$ cat src/scc_pkg.sv
// constants for the system clock control block
// Summary of operation
// - The slow oscillator type may only change while the fast clock runs.
// - Slow type 0 picks the internal RC, 1 the external crystal pins.
// - The fast oscillator type may only change while the slow clock runs.
// - Fast type 0 picks the internal RC, 1 the crystal with high gain.
// - The slow RC stop bit halts that RC in power-down and resets to 1.
// - The peripheral stop bit gates UART and timer clocks in idle.
// - Fast stop halts the fast clock in slow or idle, writable in slow.
// - Clock select 0 is slow, 1 fast, changeable only with fast stop 0.
// - Prescaler codes 00, 01, 10, 11 divide by 16, 4, 2, 1; reset 11.
// - A new prescaler acts within 16 source clock cycles.
package scc_pkg;
  // ---------------------------------------------------------------
  // bus and register map
  // ---------------------------------------------------------------
  localparam int APB_AW = 8;
  localparam int APB_DW = 32;
  localparam logic [7:0] CLOCK_CONTROL_ADDR = 8'hd8;
  localparam logic [7:0] CLOCK_CONTROL_RST = 8'h23;
  // ---------------------------------------------------------------
  // field positions
  // ---------------------------------------------------------------
  localparam int SLOW_TYPE_BIT = 7;
  localparam int FAST_TYPE_BIT = 6;
  localparam int SLOW_RC_STOP_BIT = 5;
  localparam int PCK_STOP_BIT = 4;
  localparam int FCK_STOP_BIT = 3;
  localparam int SEL_FAST_BIT = 2;
  localparam int PSC_MSB = 1;
  localparam int PSC_LSB = 0;
  // ---------------------------------------------------------------
  // prescaler codes and counts
  // ---------------------------------------------------------------
  localparam logic [1:0] PSC_DIV16 = 2'h0;
  localparam logic [1:0] PSC_DIV4 = 2'h1;
  localparam logic [1:0] PSC_DIV2 = 2'h2;
  localparam logic [1:0] PSC_DIV1 = 2'h3;
  localparam logic [3:0] LIM_DIV16 = 4'hf;
  localparam logic [3:0] LIM_DIV4 = 4'h3;
  localparam logic [3:0] LIM_DIV2 = 4'h1;
  localparam logic [3:0] LIM_DIV1 = 4'h0;
  localparam logic [4:0] PSC_MAX_LATENCY = 5'h10;
endpackage

$ cat src/scc_top.sv
// system clock control: register, source select, prescaler and gates
`timescale 1ns/1ps
module scc_top (
  // clock, reset, freeze
  input wire logic pclk,
  input wire logic presetn,
  input wire logic ce,
  // apb slave
  input wire logic psel,
  input wire logic penable,
  input wire logic pwrite,
  input wire logic [scc_pkg::APB_AW-1:0] paddr,
  input wire logic [scc_pkg::APB_DW-1:0] pwdata,
  input wire logic [3:0] pstrb,
  output logic [scc_pkg::APB_DW-1:0] prdata,
  output logic pready,
  output logic pslverr,
  // operating mode from the power controller
  input wire logic idle_mode,
  input wire logic power_down_mode,
  // oscillator ticks, one pclk pulse per source cycle
  input wire logic slow_rc_tick,
  input wire logic slow_xtal_tick,
  input wire logic fast_rc_tick,
  input wire logic fast_xtal_tick,
  // oscillator controls
  output logic slow_internal_oscillator_en,
  output logic slow_external_crystal_en,
  output logic fast_internal_oscillator_en,
  output logic fast_external_crystal_en,
  output logic xtal_pins_en,
  output logic xtal_high_gain,
  // system and peripheral clock enables
  output logic sys_clk_tick,
  output logic periph_clk_tick
);
  import scc_pkg::*;

  // ---------------------------------------------------------------
  // state
  // ---------------------------------------------------------------
  logic [7:0] clock_control_ff;
  logic [7:0] nxt_clock_control;
  logic [31:0] prdata_ff;
  logic perr_ff;
  logic sel_active_ff;
  logic [1:0] div_ff;
  logic [3:0] cnt_ff;
  logic sys_tick_ff;
  logic per_tick_ff;
  logic wr_hit;
  logic addr_hit;
  logic slow_tick;
  logic fast_tick;
  logic src_tick;
  logic at_boundary;
  logic fast_run;
  logic slow_rc_run;
  logic per_en;

  // limit of the source tick counter for a prescaler code
  function automatic logic [3:0] div_limit(input logic [1:0] code);
    logic [3:0] lim;
    lim = LIM_DIV1;
    unique case (code)
      PSC_DIV16: lim = LIM_DIV16;
      PSC_DIV4: lim = LIM_DIV4;
      PSC_DIV2: lim = LIM_DIV2;
      PSC_DIV1: lim = LIM_DIV1;
    endcase
    return lim;
  endfunction

  // ---------------------------------------------------------------
  // apb slave
  // ---------------------------------------------------------------
  // zero wait states while running, stalled while frozen
  assign addr_hit = (paddr == CLOCK_CONTROL_ADDR);
  assign pready = ce;
  assign wr_hit = psel & penable & pwrite & ce & addr_hit & pstrb[0];
  assign prdata = prdata_ff;
  assign pslverr = perr_ff;

  // read data and error captured in the setup cycle
  always_ff @(posedge pclk or negedge presetn) begin
    if (!presetn) begin
      prdata_ff <= 32'h0;
      perr_ff <= 1'b0;
    end else if (ce && psel && !penable) begin
      prdata_ff <= addr_hit ? {24'h0, clock_control_ff} : 32'h0;
      perr_ff <= !addr_hit;
    end
  end

  // ---------------------------------------------------------------
  // control register with mode locks
  // ---------------------------------------------------------------
  always_comb begin
    nxt_clock_control = clock_control_ff;
    if (wr_hit) begin
      nxt_clock_control[SLOW_RC_STOP_BIT] = pwdata[SLOW_RC_STOP_BIT];
      nxt_clock_control[PCK_STOP_BIT] = pwdata[PCK_STOP_BIT];
      nxt_clock_control[PSC_MSB:PSC_LSB] = pwdata[PSC_MSB:PSC_LSB];
      // slow type only in fast mode
      if (clock_control_ff[SEL_FAST_BIT]) begin
        nxt_clock_control[SLOW_TYPE_BIT] = pwdata[SLOW_TYPE_BIT];
      end
      // fast type only in slow mode
      // fast stop only in slow mode
      if (!clock_control_ff[SEL_FAST_BIT]) begin
        nxt_clock_control[FAST_TYPE_BIT] = pwdata[FAST_TYPE_BIT];
        nxt_clock_control[FCK_STOP_BIT] = pwdata[FCK_STOP_BIT];
      end
      // select only while fast clock runs
      if (!clock_control_ff[FCK_STOP_BIT]) begin
        nxt_clock_control[SEL_FAST_BIT] = pwdata[SEL_FAST_BIT];
      end
    end
  end

  // locked bits keep their value; reset value
  always_ff @(posedge pclk or negedge presetn) begin
    if (!presetn) begin
      clock_control_ff <= CLOCK_CONTROL_RST;
    end else if (ce) begin
      clock_control_ff <= nxt_clock_control;
    end
  end

  // ---------------------------------------------------------------
  // oscillator enables and crystal pins
  // ---------------------------------------------------------------
  // slow rc halts in power-down when asked
  assign slow_rc_run = !(clock_control_ff[SLOW_RC_STOP_BIT] &
                         power_down_mode);
  // fast clock halts in slow or idle when asked
  assign fast_run = !(clock_control_ff[FCK_STOP_BIT] &
                      (!sel_active_ff | idle_mode));
  // slow source type and crystal pins
  assign slow_internal_oscillator_en =
    !clock_control_ff[SLOW_TYPE_BIT] & slow_rc_run;
  assign slow_external_crystal_en = clock_control_ff[SLOW_TYPE_BIT];
  // fast source type and high gain
  assign fast_internal_oscillator_en =
    !clock_control_ff[FAST_TYPE_BIT] & fast_run;
  assign fast_external_crystal_en = clock_control_ff[FAST_TYPE_BIT] & fast_run;
  assign xtal_high_gain = clock_control_ff[FAST_TYPE_BIT];
  assign xtal_pins_en = clock_control_ff[SLOW_TYPE_BIT] |
                        clock_control_ff[FAST_TYPE_BIT];

  // ---------------------------------------------------------------
  // source select and prescaler
  // ---------------------------------------------------------------
  assign slow_tick = clock_control_ff[SLOW_TYPE_BIT] ? slow_xtal_tick :
                     (slow_rc_tick & slow_rc_run);
  assign fast_tick = (clock_control_ff[FAST_TYPE_BIT] ? fast_xtal_tick :
                      fast_rc_tick) & fast_run;
  assign src_tick = sel_active_ff ? fast_tick : slow_tick;
  assign at_boundary = src_tick && (cnt_ff >= div_limit(div_ff));

  // source and ratio change only at a full output period
  // pending ratio loads within one period of at most 16 ticks
  always_ff @(posedge pclk or negedge presetn) begin
    if (!presetn) begin
      sel_active_ff <= 1'b0;
      div_ff <= PSC_DIV1;
      cnt_ff <= 4'h0;
    end else if (ce && src_tick) begin
      if (at_boundary) begin
        cnt_ff <= 4'h0;
        div_ff <= clock_control_ff[PSC_MSB:PSC_LSB];
        sel_active_ff <= clock_control_ff[SEL_FAST_BIT];
      end else begin
        cnt_ff <= cnt_ff + 4'h1;
      end
    end
  end

  // one system tick per divided period
  always_ff @(posedge pclk or negedge presetn) begin
    if (!presetn) begin
      sys_tick_ff <= 1'b0;
    end else if (ce) begin
      sys_tick_ff <= at_boundary;
    end
  end

  assign per_en = !(clock_control_ff[PCK_STOP_BIT] & idle_mode);
  always_ff @(posedge pclk or negedge presetn) begin
    if (!presetn) begin
      per_tick_ff <= 1'b0;
    end else if (ce) begin
      per_tick_ff <= at_boundary & per_en;
    end
  end

  assign sys_clk_tick = sys_tick_ff;
  assign periph_clk_tick = per_tick_ff;

  // ---------------------------------------------------------------
  // assertions
  // ---------------------------------------------------------------
  logic [4:0] pend_ticks_ff;

  // source ticks seen while a new ratio waits to load
  always_ff @(posedge pclk or negedge presetn) begin
    if (!presetn) begin
      pend_ticks_ff <= 5'h0;
    end else if (ce) begin
      if (div_ff == clock_control_ff[PSC_MSB:PSC_LSB] || at_boundary) begin
        pend_ticks_ff <= 5'h0;
      end else if (src_tick) begin
        pend_ticks_ff <= pend_ticks_ff + 5'h1;
      end
    end
  end
endmodule

$ cat config.mk
export PLATFORM = sky130hd
export DESIGN_NAME = scc_top
export DESIGN_NICKNAME = d
export VERILOG_FILES = /design/src/scc_pkg.sv /design/src/scc_top.sv
export SDC_FILE = /design/constraint.sdc
export NUM_CORES = 1
export LEC_CHECK = 0
export BUFFER_PORTS_ARGS = -buffer_cell sky130_fd_sc_hd__buf_2
export CAP_MARGIN = 15
export CORE_MARGIN = 10
export CORE_UTILIZATION = 26
export DETAILED_ROUTE_END_ITERATION = 8
export SLEW_MARGIN = 20
export SYNTH_ARGS = -nofsm -noshare
export SYNTH_HDL_FRONTEND = slang
export SYNTH_SLANG_ARGS = --single-unit
$ cat constraint.sdc
create_clock -name pclk -period 1.9 [get_ports pclk]
set_input_delay 0.095 -clock pclk [delete_from_list [all_inputs] [get_ports pclk]]
set_output_delay 0.095 -clock pclk [all_outputs]
set_load 0.005 [all_outputs]
==> impl_summary.txt, run 1 <==
----------------------------------------------------
[Floorplan]
  Area of the die ... 8840 um^2
  Floorplan row count ... 26
  Initial core utilization ... 0.274
  Standard cell core area ... approximately 5200 um^2
  Width of the die ... 94 um
  Number of ports placed on the die boundary ... 98
  Die boundary height ... 94 um

[Pwr]
  Total power per unit cell area ... 727 nW/um^2
  Reported leakage power ... 0.966 nW
  Worst voltage drop across the vdd grid ... 261 uV
  Design Power ... 1.33 mW

[GRT]
  First-pass GRT wire length ... approximately 5500 um
  Congestion Overflow GR ... 0
  Largest net degree at the start of global routing ... 27
  Initial antenna violation count ... 0
  Via count of the first global-routing pass ... about 1100
  Total global routing track utilization ... 0.0770

[Clock tree]
  Number of levels in the clock H-tree ... 1
  Clk Tree Root Cell ... clkbuf_8
  Number of sinks on the clock net ... 26
  Number of buffers created by CTS ... 3
  Reg clk slew, reported paths ... ~0.09 ns
  Clock tree from TritonCTS ... built
  Clock network latency to the later pin of the worst-skew pair ... around 0.26 ns
  Buffers inserted by post-CTS timing repair ... 0
  Maximum clock path buffer count ... 2

[Run status]
  Outcome ... completed

[Detailed routing]
  Final antenna-violating net count ... 0
  Average wire per cell in the routed design ... 13.4 um
  DRC violation count after routing ... 0
  Routed WL ... around 3500 um
  Via density per instance ... 4.07
  Router iterations before antenna repair ... 4
  Initial DRC Count ... 39
  Count of vias placed by the detailed router ... 1051

[STA]
  RSZ-0062 raised after global routing ... true
  Slew @ Worst Pin ... 0.576 ns
  WHS ... 0.0558 ns
  Skew final ... 0.00418 ns
  Post-route setup slack ... 0.000501 ns
  Final hold vios ... 0
  Final worst-path cycle share ... 1.00
  Number of endpoints failing setup at the final stage ... 0
  Post-layout min period ... 1.90 ns
  Max Clk Rate ... 526 MHz
  Slew headroom ... 0.616
  Count of pins over their slew limit ... 0

[Place]
  Dpl ws ... -0.119 ns
  Gpl congestion ... 0.748
  Placed instance area ... 1700 um^2
  Placed wire-length estimate ... between 2000 and 3000 um
  IO buf count ... 46

[Synthesis]
  Flop and latch count out of synthesis ... 26
  Average cell area after synthesis ... ~11 um^2
  Synth Instances ... 133
  YS warnings ... 0
  Post-synth design cell area ... 1420 um^2
  Cell types with the largest area share after synthesis ... dfrtp_1, buf_4, dfstp_2, mux2_2, a22o_1
  Library cell with the largest summed area after synthesis ... dfrtp_1
  Number of unique standard cell types used by synthesis ... 31
  Share of synthesized area occupied by flip-flops and latches ... 0.461
  Top cell type's share of synthesized area ... 0.369

[Final layout]
  # diodes ... 0
  Fraction of final layout cells sized beyond drive strength 1 ... 0.457
  Area growth, synth to finish ... 28.2%
  Area of all placed cells without fillers ... 1830 um^2
  Commonest non-fill, non-tap cells in the layout ... buf_2, conb_1, dfrtp_1, mux2_2
  Most common cell after layout, fill and taps aside ... buf_2
  Fin nets ... 250

[Setup path]
  Worst path cell trace ... or2_4, ha_4, o21a_1, nor2_2, a21o_1, nor2_4, mux2_4
  Critical path data required time ... 2.05 ns
  Critical Path Fanout Max ... 4
  Kind of capture point of the worst setup path ... flop
  Worst endpoint data arrival time ... between 2 and 2.5 ns
  Crit Path Class ... reg2reg
  Cell with the biggest individual delay on the critical path ... dfstp_2
  CP peak stage delay ... 0.39 ns
  Critical Path Start Type ... flop

[Run]
  Number of max-cap violations ... 0

[Worst hold path]
  Min-Delay Path Class ... in2reg

----------------------------------------------------
==> final timing paths <==
path,end,cells after the start,start,slack [ns]
worst max-delay path,sel_active_ff,7,div_ff[1],0.0005
worst min-delay path,clock_control_ff[3],2,pwdata[3],0.06
worst max register to register,sel_active_ff,7,div_ff[1],0.0005
worst min register to register,sys_clk_tick,1,sys_clk_tick,0.49
max in group asynchronous,div_ff[1],2,presetn,1.16
min in group asynchronous,clock_control_ff[6],2,presetn,0.35
==> stage by stage <==
stage	std cells	utilization	setup TNS [ns]
after floorplan	156	-	-0.00737
after global placement	253	0.326	-0.209
after detailed placement	253	0.326	-0.363
after CTS	258	0.345	0
after global routing	258	0.351	-0.270
final	258	0.351	0
==> power breakdown <==
part | total (mW) | switching, mW | internal [mW]
Combinational | 0.231 | 0.117 | 0.114
Sequential | 0.651 | 0.0558 | 0.595
Clock | 0.444 | 0.163 | 0.281
Total | 1.33 | 0.336 | 0.991
==> kinds of logic (layout without fill, tap and decap cells) <==
family,after synthesis,in the layout,share of synthesized area
mux,11,11,0.0870
compound gates,28,28,0.143
simple gates,27,27,0.103
other cells,1,24,0.00263
buf+inv,35,67,0.159
flops,26,26,0.461
fa+ha+maj,5,5,0.0439
==> metal layers <==
layer / routed length [um] / vias up / track usage
li1: - / 529 / -
met1: 1470 / 489 / 0.0871
met2: 1770 / 31 / 0.137
met3: 208 / 2 / 0.0192
met4: 22 / 0 / 0.0266
met5: 0 / - / 0
==> registers in the layout, summed over array words and instances (netlist names) <==
| register | cells |
|---|---|
| sel_active_ff | 1 |
| cnt_ff | 4 |
| sys_clk_tick | 1 |
| clock_control_ff | 8 |
| div_ff | 2 |
| prdata | 8 |
| pslverr | 1 |
| periph_clk_tick | 1 |
==> critical path, delay by kind of cell, from the launching register on <==
kind	cells	cell delay (ns)
and+or+nand+nor	3	0.50
adders and majority gates	1	0.26
muxes	1	0.32
AOI/OAI and AO/OA	2	0.33
DFF	1	0.39
==> final cells by class <==
| class | instances | area (um^2) |
|---|---|---|
| fill | 565 | 3380 |
| multi-input combinational | 95 | 676 |
| sequential | 26 | 657 |
| timing repair buffer | 56 | 308 |
| tap | 70 | 87.6 |
| clock buffer | 3 | 41.3 |
| clock inverter | 1 | 30.0 |
| inverter | 7 | 26.3 |
==> cell usage after synthesis, drive strengths merged <==
library cell  number
a22o               9
buf               26
conb               1
o21ai              4
nor4b              2
nand3              2
a21o               4
or2                3
a221o              1
clkbuf             2
inv                7
nor2b              1
a21oi              7
nor3               2
nand4              1
nand2b             1
dfstp              5
nor2               6
o21a               1
nand3b             1
o21bai             1
ha                 5
or4                1
mux2              11
dfrtp             21
a2bb2oi            1
nand2              6
or3                1
==> timing repair <==
action,CTS,global route
resized for setup,6,4
hold buffers,1,0
endpoints found under the hold margin,21,0
pin swaps,4,2
endpoints found under the setup margin,5,8
No activity file was read; power rests on OpenSTA's default activity.
==> run 2, diff against run 1 <==
Settings changed: ABC_AREA set to 1.
==> impl_summary.txt, run 2 <==
----------------------------------------------------
[STA]
  Number of endpoints failing setup at the final stage ... 0
  Post-layout min period ... roughly 1.7 ns
  Slew @ Worst Pin ... 0.584 ns
  Skew final ... 0.00463 ns
  Count of pins over their slew limit ... 0
  Final worst-path cycle share ... 0.910
  Max Clk Rate ... around 580 MHz
  Slew headroom ... 0.610
  Final hold vios ... 0
  WHS ... about 0.030 ns
  Setup Total Neg Slack ... 0 ns
  Post-route setup slack ... between 0.15 and 0.2 ns
  RSZ-0062 raised after global routing ... false

[Final layout]
  # diodes ... 0
  Fraction of final layout cells sized beyond drive strength 1 ... 0.268
  Area of all placed cells without fillers ... between 1500 and 2000 um^2
  Filler Cells Inserted ... 632
  Fin nets ... 301
  Total area of multi-input combinational cells ... 672 um^2
  Area growth, synth to finish ... 19.2%
  Flip-flop and latch area ... 657 um^2
  Final cell count without fillers ... 311
  Commonest non-fill, non-tap cells in the layout ... nand2_1, buf_2, conb_1, dfrtp_1
  Most common cell after layout, fill and taps aside ... nand2_1

[Pwr]
  Reported leakage power ... 1.04 nW
  Worst voltage drop across the vdd grid ... about 210 uV
  Total power per unit cell area ... 662 nW/um^2

[Setup path]
  Worst endpoint data arrival time ... about 2.0 ns
  Buffers and inverters on the worst path ... 0
  Crit Path Class ... reg2reg
  Critical Path Fanout Max ... 6
  Critical Path Start Type ... flop
  Critical path data required time ... 2.12 ns
  CP peak stage delay ... 0.40 ns
  CP top delay family ... simple AND/OR/NAND/NOR gates
  Cell with the biggest individual delay on the critical path ... dfstp_2
  Kind of capture point of the worst setup path ... flop
  Cell repeated most along the worst path ... nand3_2
  Worst path cell trace ... or2_2, ha_1, a21oi_1, nand3_2, nand3_2, nand3_1, nand2_1

[Place]
  IO buf count ... 46
  Placed instance area ... 1730 um^2
  Gpl congestion ... 0.741
  Dpl ws ... 0.0440 ns
  Placed wire-length estimate ... roughly 3100 um
  # placed instances ... 306

[Synthesis]
  Share of synthesized area occupied by flip-flops and latches ... 0.435
  Cell with the most instances after synthesis ... nand2_1
  Most common library cells after synthesis ... nand2_1, buf_4, dfrtp_1, nand3_1, inv_1
  Fraction of registers with async set or reset after synthesis ... 1.00
  Flop and latch count out of synthesis ... 26
  Post-synth design cell area ... ~1500 um^2
  YS warnings ... 0
  Top cell type's share of synthesized area ... 0.348
  Average cell area after synthesis ... ~8 um^2
  Cell types with the largest area share after synthesis ... dfrtp_1, nand2_1, buf_4, dfstp_2, nand3_1
  Library cell with the largest summed area after synthesis ... dfrtp_1
  Most used DFF post-synth ... dfrtp_1
  Synth Instances ... 191
  Count of flip-flops with a built-in enable after synthesis ... 0
  Number of unique standard cell types used by synthesis ... 21

[Floorplan]
  Die boundary height ... 96.2 um
  Standard cell core area ... 5570 um^2
  Initial core utilization ... 0.271
  Width of the die ... 96.2 um
  Area of the die ... ~9300 um^2
  Floorplan row count ... 27
  Number of ports placed on the die boundary ... 98

[Detailed routing]
  Final antenna-violating net count ... 0
  Routed WL ... ~3800 um
  Count of vias placed by the detailed router ... between 1000 and 1500
  Via density per instance ... ~4.2
  DRC violation count after routing ... 0
  Average wire per cell in the routed design ... 12.3 um
  Initial DRC Count ... 25
  Router iterations before antenna repair ... 4

[Run status]
  Outcome ... completed

[Clock tree]
  Reg clk slew, reported paths ... 0.09 ns
  Number of levels in the clock H-tree ... 1
  Maximum clock path buffer count ... 2
  Clock network latency to the later pin of the worst-skew pair ... 0.27 ns
  Number of sinks on the clock net ... 26
  Number of buffers created by CTS ... 3
  Clk Tree Root Cell ... clkbuf_8
  Clock tree from TritonCTS ... built
  Buffers inserted by post-CTS timing repair ... 0

[GRT]
  Largest net degree at the start of global routing ... 27
  Total global routing track utilization ... 0.0851
  Via count of the first global-routing pass ... 1426
  Initial antenna violation count ... 0
  First-pass GRT wire length ... approximately 6400 um
  Congestion Overflow GR ... 0

[Worst hold path]
  Min-Delay Path Class ... in2reg

[Run]
  Number of max-cap violations ... 0

----------------------------------------------------
run 2: changes by cell type in the layout (fill, tap and decap cells not counted), sizes merged, moves of 3 or more:
cell | previous run | this run
a21o | 4 | 0
a22o | 9 | 0
buf | 55 | 47
inv | 7 | 21
mux2 | 11 | 0
nand2 | 6 | 58
nand3 | 2 | 21
nand4 | 1 | 4
nor2 | 6 | 10
run 2: metal layers:
layer | global-route usage | part of all wire
met5 | 0 | 0
met4 | 0.0295 | 0.012
met3 | 0.0327 | 0.11
met2 | 0.140 | 0.45
met1 | 0.0990 | 0.43
run 2: power by group:
part	total [mW]	internal [mW]	leakage, nW	switching, mW
logic	0.195	0.0844	0.683	0.111
registers	0.630	0.588	0.325	0.0418
clock network	0.367	0.186	0.0288	0.181
total	1.19	0.858	1.04	0.334
run 2: cells by family (layout without fill, tap and decap cells):
group | count (synthesis) | after routing | share of synthesized area
and+or+nand+nor | 94 | 94 | 0.271
buffers and inverters | 48 | 73 | 0.184
DFF | 26 | 26 | 0.435
AOI/OAI and AO/OA | 15 | 15 | 0.0547
adders and majority gates | 5 | 5 | 0.0414
xor gates and xnor gates | 2 | 2 | 0.0116
other | 1 | 24 | 0.00248
run 2: path summary, 6_finish.rpt:
path	start	end	slack (ns)	depth (start not counted)
setup / recovery	div_ff[1]	cnt_ff[3]	0.17	7
hold / removal	pwdata[0]	clock_control_ff[0]	0.03	3
setup reg to reg	div_ff[1]	cnt_ff[3]	0.17	7
hold reg to reg	div_ff[0]	div_ff[0]	0.47	2
max in group asynchronous	presetn	prdata[6]	1.16	2
min in group asynchronous	presetn	pslverr	0.35	2
run 2: what timing repair did:
item,4_1_cts,5_1_grt
resized for setup,0,2
setup endpoints to repair,0,9
endpoints found under the hold margin,21,0
hold buffers,1,0
run 2: final cells by class:
type	count	share of cell area
multi-input combinational	140	0.373
sequential	26	0.365
timing repair buffer	48	0.138
tap	72	0.0500
inverter	21	0.0438
clock buffer	4	0.0306
run 2: tightest hold or removal path, cell delays in order:
cell and delay (ns):
buf_2 0.10, nand3_1 0.07, nand2_1 0.05
run 2: stage by stage:
| step | total power, mW | util |
|---|---|---|
| after global routing | 1.27 | 0.323 |
| after detailed placement | 0.832 | 0.310 |
| after CTS | 1.20 | 0.321 |
| after floorplan | 0.791 | - |
| final | 1.19 | 0.323 |
| after global placement | 0.827 | 0.310 |
